[src/core/spg_pkg.sv]
package spg_pkg;
  localparam int SPG_LINES = 8;
  localparam int SPG_AW    = 8;
  // Register indices; byte address is four times the index
  localparam logic [7:0] SPG_IDX_CONNECT   = 8'h12;
  localparam logic [7:0] SPG_IDX_DIRECTION = 8'h13;
  localparam logic [7:0] SPG_IDX_DATA      = 8'h14;
  localparam logic [7:0] SPG_RST_CONNECT   = 8'h00;
  localparam logic [7:0] SPG_RST_DIRECTION = 8'h00;
  localparam logic [7:0] SPG_RST_DATA      = 8'h00;
  localparam logic [1:0] SPG_BYTE_ALIGN    = 2'h0;
  localparam logic [31:0] SPG_UNMAPPED_RD  = 32'h0000_0000;
  localparam logic        SPG_DIR_OUT      = 1'b0;
  localparam logic        SPG_DIR_IN       = 1'b1;
  // Routing of line n to analog pin; pin 3..9 then common pin
  localparam int SPG_FIRST_ANALOG  = 3;
  localparam int SPG_COMMON_LINE   = 7;
endpackage

[src/core/spg_cfg_if.sv]
`timescale 1ns/100ps
interface spg_cfg_if
  import spg_pkg::*;
();
  logic [SPG_LINES-1:0] connect_bits;
  logic [SPG_LINES-1:0] direction;
  logic [SPG_LINES-1:0] level_bits;
  logic [SPG_LINES-1:0] pin_sync;
  modport regs (output connect_bits, output direction, output level_bits, input pin_sync);
  modport pins (input connect_bits, input direction, input level_bits, output pin_sync);
endinterface

[src/core/spg_sync.sv]
`timescale 1ns/100ps
module spg_sync
  import spg_pkg::*;
#(
  parameter int LINES = SPG_LINES
)(
  input  wire logic             clk_i,
  input  wire logic             rst_i,
  input  wire logic [LINES-1:0] pin_i,
  spg_cfg_if.pins               cfg
);
  logic [LINES-1:0] meta_r;
  logic [LINES-1:0] sync_r;

  always_ff @(posedge clk_i)
  begin
    if (rst_i)
    begin
      meta_r <= '0;
      sync_r <= '0;
    end
    else
    begin
      meta_r <= pin_i;
      sync_r <= meta_r;
    end
  end

  assign cfg.pin_sync = sync_r;
endmodule // spg_sync

[src/core/spg_top.sv]
// Functional notes
// Connect bits 0..6 route lines 0..6 to analog pins three to nine.
// Connect bit 7 routes line 7 to the common analog pin.
// A line attaches only while its connect bit is one; all zero after reset.
// Direction bit zero makes a line output, one makes it input; reset output.
// Pin-connection register, eight bits read/write at 12h, resets 00h.
// Line-direction register, eight bits read/write at 13h, resets 00h.
// Output lines read data zero; input lines' writes only store, never drive.
// Data bits are line levels, zero low; data register at 14h, resets 00h.
// Input pin levels pass a two-stage synchroniser before sampling.
`timescale 1ns/100ps
module spg_top
  import spg_pkg::*;
#(
  parameter int LINES = SPG_LINES
)(
  input  wire logic             clk_i,
  input  wire logic             rst_i,
  input  wire logic             wb_cyc_i,
  input  wire logic             wb_stb_i,
  input  wire logic             wb_we_i,
  input  wire logic [9:0]       wb_adr_i,
  input  wire logic [3:0]       wb_sel_i,
  input  wire logic [31:0]      wb_dat_i,
  output logic      [31:0]      wb_dat_o,
  output logic                  wb_ack_o,
  input  wire logic [LINES-1:0] pin_i,
  output logic      [LINES-1:0] pin_o,
  output logic      [LINES-1:0] pin_oe_n_o,
  output logic      [LINES-1:0] attach_o
);
  spg_cfg_if cfg ();

  logic [LINES-1:0] connect_r;
  logic [LINES-1:0] direction_r;
  logic [LINES-1:0] data_r;
  logic [LINES-1:0] data_nxt;
  logic [31:0]      rd_nxt;
  logic             req;
  logic [7:0]       idx;
  logic             sel_conn;
  logic             sel_dir;
  logic             sel_data;
  logic             wr_lane0;

  spg_sync #(
    .LINES (LINES)
  ) u_sync (
    .clk_i (clk_i),
    .rst_i (rst_i),
    .pin_i (pin_i),
    .cfg   (cfg.pins)
  );

  assign cfg.connect_bits = connect_r;
  assign cfg.direction    = direction_r;
  assign cfg.level_bits   = data_r;

  assign req      = wb_cyc_i && wb_stb_i && !wb_ack_o;
  assign idx      = wb_adr_i[9:2];
  assign sel_conn = (idx == SPG_IDX_CONNECT)   && (wb_adr_i[1:0] == SPG_BYTE_ALIGN);
  assign sel_dir  = (idx == SPG_IDX_DIRECTION) && (wb_adr_i[1:0] == SPG_BYTE_ALIGN);
  assign sel_data = (idx == SPG_IDX_DATA)      && (wb_adr_i[1:0] == SPG_BYTE_ALIGN);
  assign wr_lane0 = req && wb_we_i && wb_sel_i[0];

  always_ff @(posedge clk_i)
  begin
    if (rst_i)
      wb_ack_o <= 1'b0;
    else
      wb_ack_o <= req;
  end

  always_ff @(posedge clk_i)
  begin
    if (rst_i)
      connect_r <= SPG_RST_CONNECT[LINES-1:0];
    else if (wr_lane0 && sel_conn)
      connect_r <= wb_dat_i[LINES-1:0];
  end

  always_ff @(posedge clk_i)
  begin
    if (rst_i)
      direction_r <= SPG_RST_DIRECTION[LINES-1:0];
    else if (wr_lane0 && sel_dir)
      direction_r <= wb_dat_i[LINES-1:0];
  end

  // Inputs track the synchronised pin unless software writes this cycle
  always_comb
  begin
    data_nxt = data_r;
    for (int i = 0; i < LINES; i++)
    begin
      if (wr_lane0 && sel_data)
        data_nxt[i] = wb_dat_i[i];
      else if (direction_r[i] == SPG_DIR_IN)
        data_nxt[i] = cfg.pin_sync[i];
    end
  end

  always_ff @(posedge clk_i)
  begin
    if (rst_i)
      data_r <= SPG_RST_DATA[LINES-1:0];
    else
      data_r <= data_nxt;
  end

  always_comb
  begin
    rd_nxt = SPG_UNMAPPED_RD;
    if (sel_conn)
      rd_nxt[LINES-1:0] = connect_r;
    else if (sel_dir)
      rd_nxt[LINES-1:0] = direction_r;
    else if (sel_data)
      rd_nxt[LINES-1:0] = data_r & direction_r;
  end

  always_ff @(posedge clk_i)
  begin
    if (rst_i)
      wb_dat_o <= SPG_UNMAPPED_RD;
    else if (req && !wb_we_i)
      wb_dat_o <= rd_nxt;
  end

  // Per line pad drive: attach, direction, level
  genvar g;
  generate
    for (g = 0; g < LINES; g++)
    begin : g_line
      always_ff @(posedge clk_i)
      begin
        if (rst_i)
        begin
          attach_o[g]   <= 1'b0;
          pin_o[g]      <= 1'b0;
          pin_oe_n_o[g] <= 1'b1;
        end
        else
        begin
          attach_o[g]   <= connect_r[g];
          pin_o[g]      <= data_r[g];
          pin_oe_n_o[g] <= !(connect_r[g] && direction_r[g] == SPG_DIR_OUT);
        end
      end
    end
  endgenerate

  property p_conn_reset;
    @(posedge clk_i) $fell(rst_i) |-> connect_r == SPG_RST_CONNECT[LINES-1:0];
  endproperty
  a_conn_reset: assert property (p_conn_reset) else $error("connect not reset");

  property p_dir_write;
    @(posedge clk_i) disable iff (rst_i)
      wr_lane0 && sel_dir |=> direction_r == $past(wb_dat_i[LINES-1:0]);
  endproperty
  a_dir_write: assert property (p_dir_write) else $error("direction write lost");

  property p_conn_write;
    @(posedge clk_i) disable iff (rst_i)
      wr_lane0 && sel_conn |=> connect_r == $past(wb_dat_i[LINES-1:0]);
  endproperty
  a_conn_write: assert property (p_conn_write) else $error("connect write lost");

  property p_attach;
    @(posedge clk_i) disable iff (rst_i)
      ##1 attach_o == $past(connect_r);
  endproperty
  a_attach: assert property (p_attach) else $error("attach mismatch");

  property p_attach_route;
    @(posedge clk_i) disable iff (rst_i)
      ##1 attach_o[SPG_COMMON_LINE] == $past(connect_r[SPG_COMMON_LINE]);
  endproperty
  a_attach_route: assert property (p_attach_route) else $error("common route wrong");

  property p_oe;
    @(posedge clk_i) disable iff (rst_i)
      ##1 pin_oe_n_o == ~($past(connect_r) & ~$past(direction_r));
  endproperty
  a_oe: assert property (p_oe) else $error("drive enable wrong");

  property p_out_read_zero;
    @(posedge clk_i) disable iff (rst_i)
      req && !wb_we_i && sel_data |=> (wb_dat_o[LINES-1:0] & ~$past(direction_r)) == '0;
  endproperty
  a_out_read_zero: assert property (p_out_read_zero) else $error("output line read nonzero");

  property p_output_hold;
    @(posedge clk_i) disable iff (rst_i)
      !(wr_lane0 && sel_data) |=>
        (data_r & ~$past(direction_r)) == ($past(data_r) & ~$past(direction_r));
  endproperty
  a_output_hold: assert property (p_output_hold) else $error("output data changed");

  property p_input_sample;
    @(posedge clk_i) disable iff (rst_i)
      !(wr_lane0 && sel_data) |=> ((data_r ^ $past(cfg.pin_sync)) & $past(direction_r)) == '0;
  endproperty
  a_input_sample: assert property (p_input_sample) else $error("input not sampled");

  property p_ack_once;
    @(posedge clk_i) disable iff (rst_i)
      wb_ack_o |=> !wb_ack_o;
  endproperty
  a_ack_once: assert property (p_ack_once) else $error("ack held two cycles");

  property p_dir_reset;
    @(posedge clk_i) $fell(rst_i) |-> direction_r == SPG_RST_DIRECTION[LINES-1:0];
  endproperty
  a_dir_reset: assert property (p_dir_reset) else $error("direction not reset");

  property p_data_reset;
    @(posedge clk_i) $fell(rst_i) |-> data_r == SPG_RST_DATA[LINES-1:0];
  endproperty
  a_data_reset: assert property (p_data_reset) else $error("data not reset");

  property p_pads_reset;
    @(posedge clk_i) $fell(rst_i) |-> pin_oe_n_o == '1 && attach_o == '0;
  endproperty
  a_pads_reset: assert property (p_pads_reset) else $error("pads not released");

  property p_conn_hold;
    @(posedge clk_i) disable iff (rst_i)
      !(wr_lane0 && sel_conn) |=> connect_r == $past(connect_r);
  endproperty
  a_conn_hold: assert property (p_conn_hold) else $error("connect changed");

  property p_dir_hold;
    @(posedge clk_i) disable iff (rst_i)
      !(wr_lane0 && sel_dir) |=> direction_r == $past(direction_r);
  endproperty
  a_dir_hold: assert property (p_dir_hold) else $error("direction changed");

  property p_ack_answer;
    @(posedge clk_i) disable iff (rst_i)
      req |=> wb_ack_o;
  endproperty
  a_ack_answer: assert property (p_ack_answer) else $error("request not acked");

  property p_ack_only_req;
    @(posedge clk_i) disable iff (rst_i)
      !req |=> !wb_ack_o;
  endproperty
  a_ack_only_req: assert property (p_ack_only_req) else $error("ack without request");

  property p_read_conn;
    @(posedge clk_i) disable iff (rst_i)
      req && !wb_we_i && sel_conn |=> wb_dat_o[LINES-1:0] == $past(connect_r);
  endproperty
  a_read_conn: assert property (p_read_conn) else $error("connect read wrong");

  property p_read_dir;
    @(posedge clk_i) disable iff (rst_i)
      req && !wb_we_i && sel_dir |=> wb_dat_o[LINES-1:0] == $past(direction_r);
  endproperty
  a_read_dir: assert property (p_read_dir) else $error("direction read wrong");

  property p_read_upper;
    @(posedge clk_i) disable iff (rst_i)
      req && !wb_we_i |=> (wb_dat_o >> LINES) == '0;
  endproperty
  a_read_upper: assert property (p_read_upper) else $error("upper read bits set");

  property p_read_unmapped;
    @(posedge clk_i) disable iff (rst_i)
      req && !wb_we_i && !(sel_conn || sel_dir || sel_data) |=> wb_dat_o == SPG_UNMAPPED_RD;
  endproperty
  a_read_unmapped: assert property (p_read_unmapped) else $error("unmapped read");

  property p_data_write;
    @(posedge clk_i) disable iff (rst_i)
      wr_lane0 && sel_data |=> data_r == $past(wb_dat_i[LINES-1:0]);
  endproperty
  a_data_write: assert property (p_data_write) else $error("data write lost");

  property p_lane_ignored;
    @(posedge clk_i) disable iff (rst_i)
      req && wb_we_i && !wb_sel_i[0] |=>
        connect_r == $past(connect_r) && direction_r == $past(direction_r);
  endproperty
  a_lane_ignored: assert property (p_lane_ignored) else $error("masked write landed");

  property p_pin_level;
    @(posedge clk_i) disable iff (rst_i)
      ##1 pin_o == $past(data_r);
  endproperty
  a_pin_level: assert property (p_pin_level) else $error("pin level wrong");

  property p_detached_float;
    @(posedge clk_i) disable iff (rst_i)
      ##1 (pin_oe_n_o | $past(connect_r)) == '1;
  endproperty
  a_detached_float: assert property (p_detached_float) else $error("detached line driven");

  property p_input_float;
    @(posedge clk_i) disable iff (rst_i)
      ##1 (pin_oe_n_o | ~$past(direction_r)) == '1;
  endproperty
  a_input_float: assert property (p_input_float) else $error("input line driven");
endmodule // spg_top

[config.mk]
export PLATFORM = sky130hd
export DESIGN_NAME = spg_top
export DESIGN_NICKNAME = d
export VERILOG_FILES = /design/src/core/spg_pkg.sv /design/src/core/spg_cfg_if.sv /design/src/core/spg_sync.sv /design/src/core/spg_top.sv
export SDC_FILE = /design/constraint.sdc
export NUM_CORES = 1
export LEC_CHECK = 0
export BUFFER_PORTS_ARGS = -buffer_cell sky130_fd_sc_hd__buf_2
export CAP_MARGIN = 0
export CORE_ASPECT_RATIO = 0.75
export CORE_MARGIN = 3
export CORE_UTILIZATION = 47
export DETAILED_ROUTE_END_ITERATION = 16
export MAX_ROUTING_LAYER = met4
export PLACE_DENSITY_LB_ADDON = 0.1
export SLEW_MARGIN = 15
export SYNTH_ARGS = -nofsm -noshare
export SYNTH_HDL_FRONTEND = slang
export SYNTH_SLANG_ARGS = --single-unit
[constraint.sdc]
create_clock -name clk_i -period 1.9 [get_ports clk_i]
set_clock_uncertainty 0.15 [all_clocks]
set_input_delay 0.38 -clock clk_i [delete_from_list [all_inputs] [get_ports clk_i]]
set_output_delay 0.38 -clock clk_i [all_outputs]
set_load 0.05 [all_outputs]
## Yosys cells after proc, flatten, opt, wreduce, memory -nomap -nowiden

Index checks and enable logic that the tools add are counted.

| word-level totals | value |
|---|---|
| output and inout bits | 57 |
| register bits after elaboration | 73 |

| cells by class | value |
|---|---|
| reductions and logical operators | 38 |
| eq/ne operators | 3 |
| muxes and demuxes | 19 |
| bitwise gates (word level) | 9 |

Operator list:

| operator | count |
|---|---|
| == test 8 x 5 -> 1 bit (second input constant) | 3 |
| 2-to-1 mux 8 bit | 3 |
| logical AND 1 bit | 19 |
| 2-to-1 mux 1 bit | 16 |
| nonzero test 2 bit | 8 |
| logical NOT 1 bit | 10 |
| bitwise AND 8 bit | 1 |
| inverter 1 bit | 8 |
| logical NOT 2 bit | 1 |

## Logic depth before layout (Yosys ltp)

| depth | value |
|---|---|
| depth after elaboration | 6 |
| gate-level depth with buffers | 5 |
| gate-level depth less buffers | 4 |

## Modules after synthesis

Synthesis repeated with hierarchy kept, for this count alone.

| second synthesis, totals | value |
|---|---|
| cell total of the unflattened synthesis | 265 |
| area total of the unflattened synthesis | 2785.2 µm² |

Modules (own cells, without submodules):

| module | area each (µm²) | instances | cells an instance | sequential area each (µm²) |
|---|---|---|---|---|
| spg_top | 2321.0 | 1 | 232 | 1141.1 |
| spg_sync | 464.2 | 1 | 33 | 320.3 |

## Worst setup path after synthesis

Ideal clock, no wire load.

| timing path | value |
|---|---|
| path kind | register -> register |
| start point | register wb_ack_o |
| end point | register wb_dat_o[0] |
| clock period less this slack | 1855 ps |
| setup time | 122 ps |
| required time | 1628 ps |
| path slack | 45 ps |
| stages on the path, launching flop included | 5 |
| path buffers | 0 |
| data arrival time | 1583 ps |
| cell sequence | dfxtp_1 > nand3b_1 > nor2_1 > nor2_1 > o32a_1 |

| between the ends | value |
|---|---|
| longest elaborated chain between the ends | 3 |

Ends and longest elaborated chain:

| element | RTL line | source |
|---|---|---|
| from (decl) | spg_top.sv:26 | `output logic wb_ack_o,` |
| from (signal assigned) | spg_top.sv:71 | `wb_ack_o <= req;` |
| logical NOT 1 bit | spg_top.sv:59 | `assign req = wb_cyc_i && wb_stb_i && !wb_ack_o;` |
| logical AND 1 bit | spg_top.sv:59 |  |
| logical AND 1 bit | spg_top.sv:126 | `else if (req && !wb_we_i)` |
| to (signal assigned) | spg_top.sv:127 | `wb_dat_o <= rd_nxt;` |
| to (decl) | spg_top.sv:25 | `output logic [31:0] wb_dat_o,` |

No other way between the ends.
A chain may end at the register's enable or synchronous reset.

## Worst setup path after layout

| timing path | value |
|---|---|
| start point | register wb_ack_o |
| end point | register direction_r[5], in the netlist cfg.direction[5] |

| between the ends | value |
|---|---|
| longest elaborated chain between the ends | 5 |

Ends and longest elaborated chain:

| element | RTL line | source |
|---|---|---|
| logical NOT 1 bit | spg_top.sv:59 |  |
| logical AND 1 bit | spg_top.sv:59 |  |
| logical AND 1 bit (2 in a row) | spg_top.sv:64 | `assign wr_lane0 = req && wb_we_i && wb_sel_i[0];` |
| logical AND 1 bit | spg_top.sv:86 | `else if (wr_lane0 && sel_dir)` |
| to (signal assigned) | spg_top.sv:85 | `direction_r <= SPG_RST_DIRECTION[LINES-1:0];` |
| to (signal assigned) | spg_top.sv:87 | `direction_r <= wb_dat_i[LINES-1:0];` |
| to (decl) | spg_top.sv:35 | `logic [LINES-1:0] direction_r;` |

No other way between the ends.

==> metrics.md <==
| Metric | Value |
|---|---|
| Delay-heaviest family, CP | simple AND/OR/NAND/NOR gates |
| Post-DP HPWL | 4.36 mm |
| Worst slew margin | 52.7% |
| Core Rows | 23 |
| Tmin final | around 1.6 ns |
| Total GRT Usage | 18.5% |
| Via-to-Cell Ratio | 4.83 |
| Post-synth ARST share | 0% |
| # DRC | 0 |
| Area of the multi-input gates | 1210 um2 |
| Most frequent cells in the layout | 73 x dfxtp_1, 64 x buf_2, 32 x nor2b_1, 24 x nand2b_1, 24 x conb_1 |
| Placed Cells | 407 |
| Layout Nets | 402 |
| Vias | just over 2000 |
| Hold crit path type | in -> reg |
| Worst setup SP type | flop |
| Peak fanout along the critical path | 11 |
| Worst-path clk slew | 0.07 ns |
| Sequential Power Share | about half |
| Root Driver | clkbuf_8 |
| Max Slew Vio Count | 0 |
| Port buffer count | 64 |
| Slowest cell on the critical path | dfxtp_1 |
| Leak Pwr | roughly 0.0014 uW |
| Hold Violations, Final | 0 |
| Area leader, netlist | dfxtp_1 |
| Post-route ant nets | 0 |
| Gr ovfl total | 0 |
| Post-synth cell types | 29 |
| Worst endpoint required time | approximately 2 ns |
| Worst vdd ir | 0.424 mV |
| Synth Register Bits | 73 |
| Post-place instance area | 3210 um2 |
| Cell Count, Final, Fillers Out | 423 |
| Clk pwr share | a little over two fifths |
| Setup tns final | 0 ns |
| Status | finished clean |
| DR pass1 iterations | 4 |
| Top cells by area, synth | dfxtp_1 52%, nor2b_1 7.1%, buf_4 6.4% |
| Psw | between 700 and 800 uW |
| Core area | 5550 um2 |
| Total die area | 6960 um2 |
| Crit share post-route | 86.5% |
| CTS Buf Count | 9 |
| Max_cap viols | 0 |
| Post-cts hold buffer count | 0 |
| Crit path capture type | flop |
| Die Width | about 95 um |
| Reg2reg setup slack | 0.26 ns |
| Post-synthesis cell count | between 200 and 300 |
| Syn avg cell area | 10.6 um2 |
| Fillers | a little under 500 |
| Final wirelength | 5.87 mm |
| Slack of the critical path | about 0.26 ns |
| Yosys warnings | 0 |
| Global placer's final weighted congestion | 0.825 |
| Crit path DAT | about 1.8 ns |
| Share of cells above drive strength 1 | between 30% and 40% |
| Vias in the first global route | 1952 |
| Tightest Pin Transition | 0.707 ns |
| EDFF count, synth | 0 |
| F_max | 608 MHz |
| Worst path cell trace | and3b_1 > nand4_2 > nor2_2 > buf_4 > mux2i_1 |
| DR WL/cell | ~14 um |
| Reg area | between 1000 and 1500 um2 |
| Initial antenna violation count | 0 |
| Post-Syn Area | 2810 um2 |
| Combinational power share | under 10% |
| Synth-to-layout area growth | 21.9% |
| Crit path buffers/inverters | 1 |
| Sw frac | 24.1% |
| Largest stage delay, worst path | 0.32 ns |
| Unrepaired setup endpoints after global routing | false |
| Setup repair bufs after CTS | 0 |
| Max clock buf depth | 2 |
| Most common cell after layout, fill and taps aside | dfxtp_1 |
| PostCTS Resize Cnt | 0 |
| Final instance area | between 3000 and 4000 um2 |
| Post-place setup slack | -0.0859 ns |
| CTS sink count | 73 |
| Global-route wire length before repair | ~9.4 mm |
| TritonCTS clock tree | built |
| Util after Layout | 61.7% |
| Height of the die | 73.0 um |
| Main synth FF type | dfxtp_1 |
| Sequential share of the synthesized area | 52.0% |
| H-tree levels | 3 |
| Largest net degree at the start of global routing | 46 |
| Worst-skew pair later-pin latency | approximately 0.33 ns |
| Diodes inserted | 0 |
| Synth top area share | 52.0% |
| Initial Util | 50.6% |
| Final setup viols | 0 |
| Critical path class | reg -> reg |
| Boundary Pins | 116 |
| Initial DRC count | around 110 |
| PD cells | 921 nW/um2 |
| Internal | 2400 uW |
registers in the layout, summed over array words and instances, names as in the netlist:
name and count:
u_sync.meta_r 8, wb_dat_o 8, wb_ack_o 1, attach_o 8, u_sync.cfg.pin_sync 8, cfg.level_bits 8, cfg.connect_bits 8, pin_o 8
pin_oe_n_o 8, cfg.direction 8
worst reg2reg max path: cells and delay by family (launching register included):
| kind | cells | cell delay (ns) |
|---|---|---|
| AND/OR/NAND/NOR | 3 | 0.72 |
| flip-flops | 1 | 0.32 |
| buffers and inverters | 1 | 0.19 |
| multiplexers | 1 | 0.19 |
layout make-up:
type / count / area share [%]
clock inverter: 5 / 2.30
multi-input combinational: 179 / 35.2
timing repair buffer: 78 / 12.8
sequential: 73 / 42.6
inverter: 2 / 0.219
clock buffer: 11 / 4.12
tap: 75 / 2.74
worst paths after layout:
kind	from	endpoint	cells after the start
worst max register to register	wb_ack_o	cfg.direction[5]	5
worst min-delay path	pin_i[5]	u_sync.meta_r[5]	2
worst max-delay path	wb_ack_o	cfg.direction[5]	5
worst min register to register	u_sync.meta_r[1]	u_sync.cfg.pin_sync[1]	1
per-stage QoR:
stage               hold slack, ns  total power (uW)
floorplan                    0.264              1840
global placement             0.272              1870
detailed placement           0.270              1880
CTS                         0.0831              3200
global route                0.0952              3300
finish                       0.103              3160
Yosys cell counts (8+ instances only):
cell type,number
nand2b_1,24
mux2i_1,16
buf_4,24
dfxtp_1,73
o21ai_1,8
nor3b_1,10
nor2b_1,32
o32a_1,8
o31ai_1,8
o21ai_0,8
or3_1,8
layer usage:
layer	routed length (um)	share of wire (%)	vias to the layer above	track usage (%)
met5	0	0	-	-
met4	58	0.99	0	5.28
met2	2830	48	75	28.7
li1	-	-	1013	-
met3	430	7.3	5	6.29
met1	2550	43	952	23.0
power by group through the flow:
stage	sequential, uW	combinational [uW]	clock (uW)
after floorplan	1630	210	0
after global placement	1600	275	0
after detailed placement	1600	279	0
after CTS	1560	280	1360
after global routing	1560	297	1440
final	1560	279	1320
cells by family (layout without fill, tap and decap cells):
kind of cell	Yosys count	in the layout	share of synthesized area [%]
buffers and inverters	36	96	8.14
other	1	24	0.133
DFF	73	73	52.0
and+or+nand+nor	99	99	24.8
muxes	16	16	5.69
AOI/OAI and AO/OA	40	40	9.30
No activity file was read; power rests on OpenSTA's default activity.
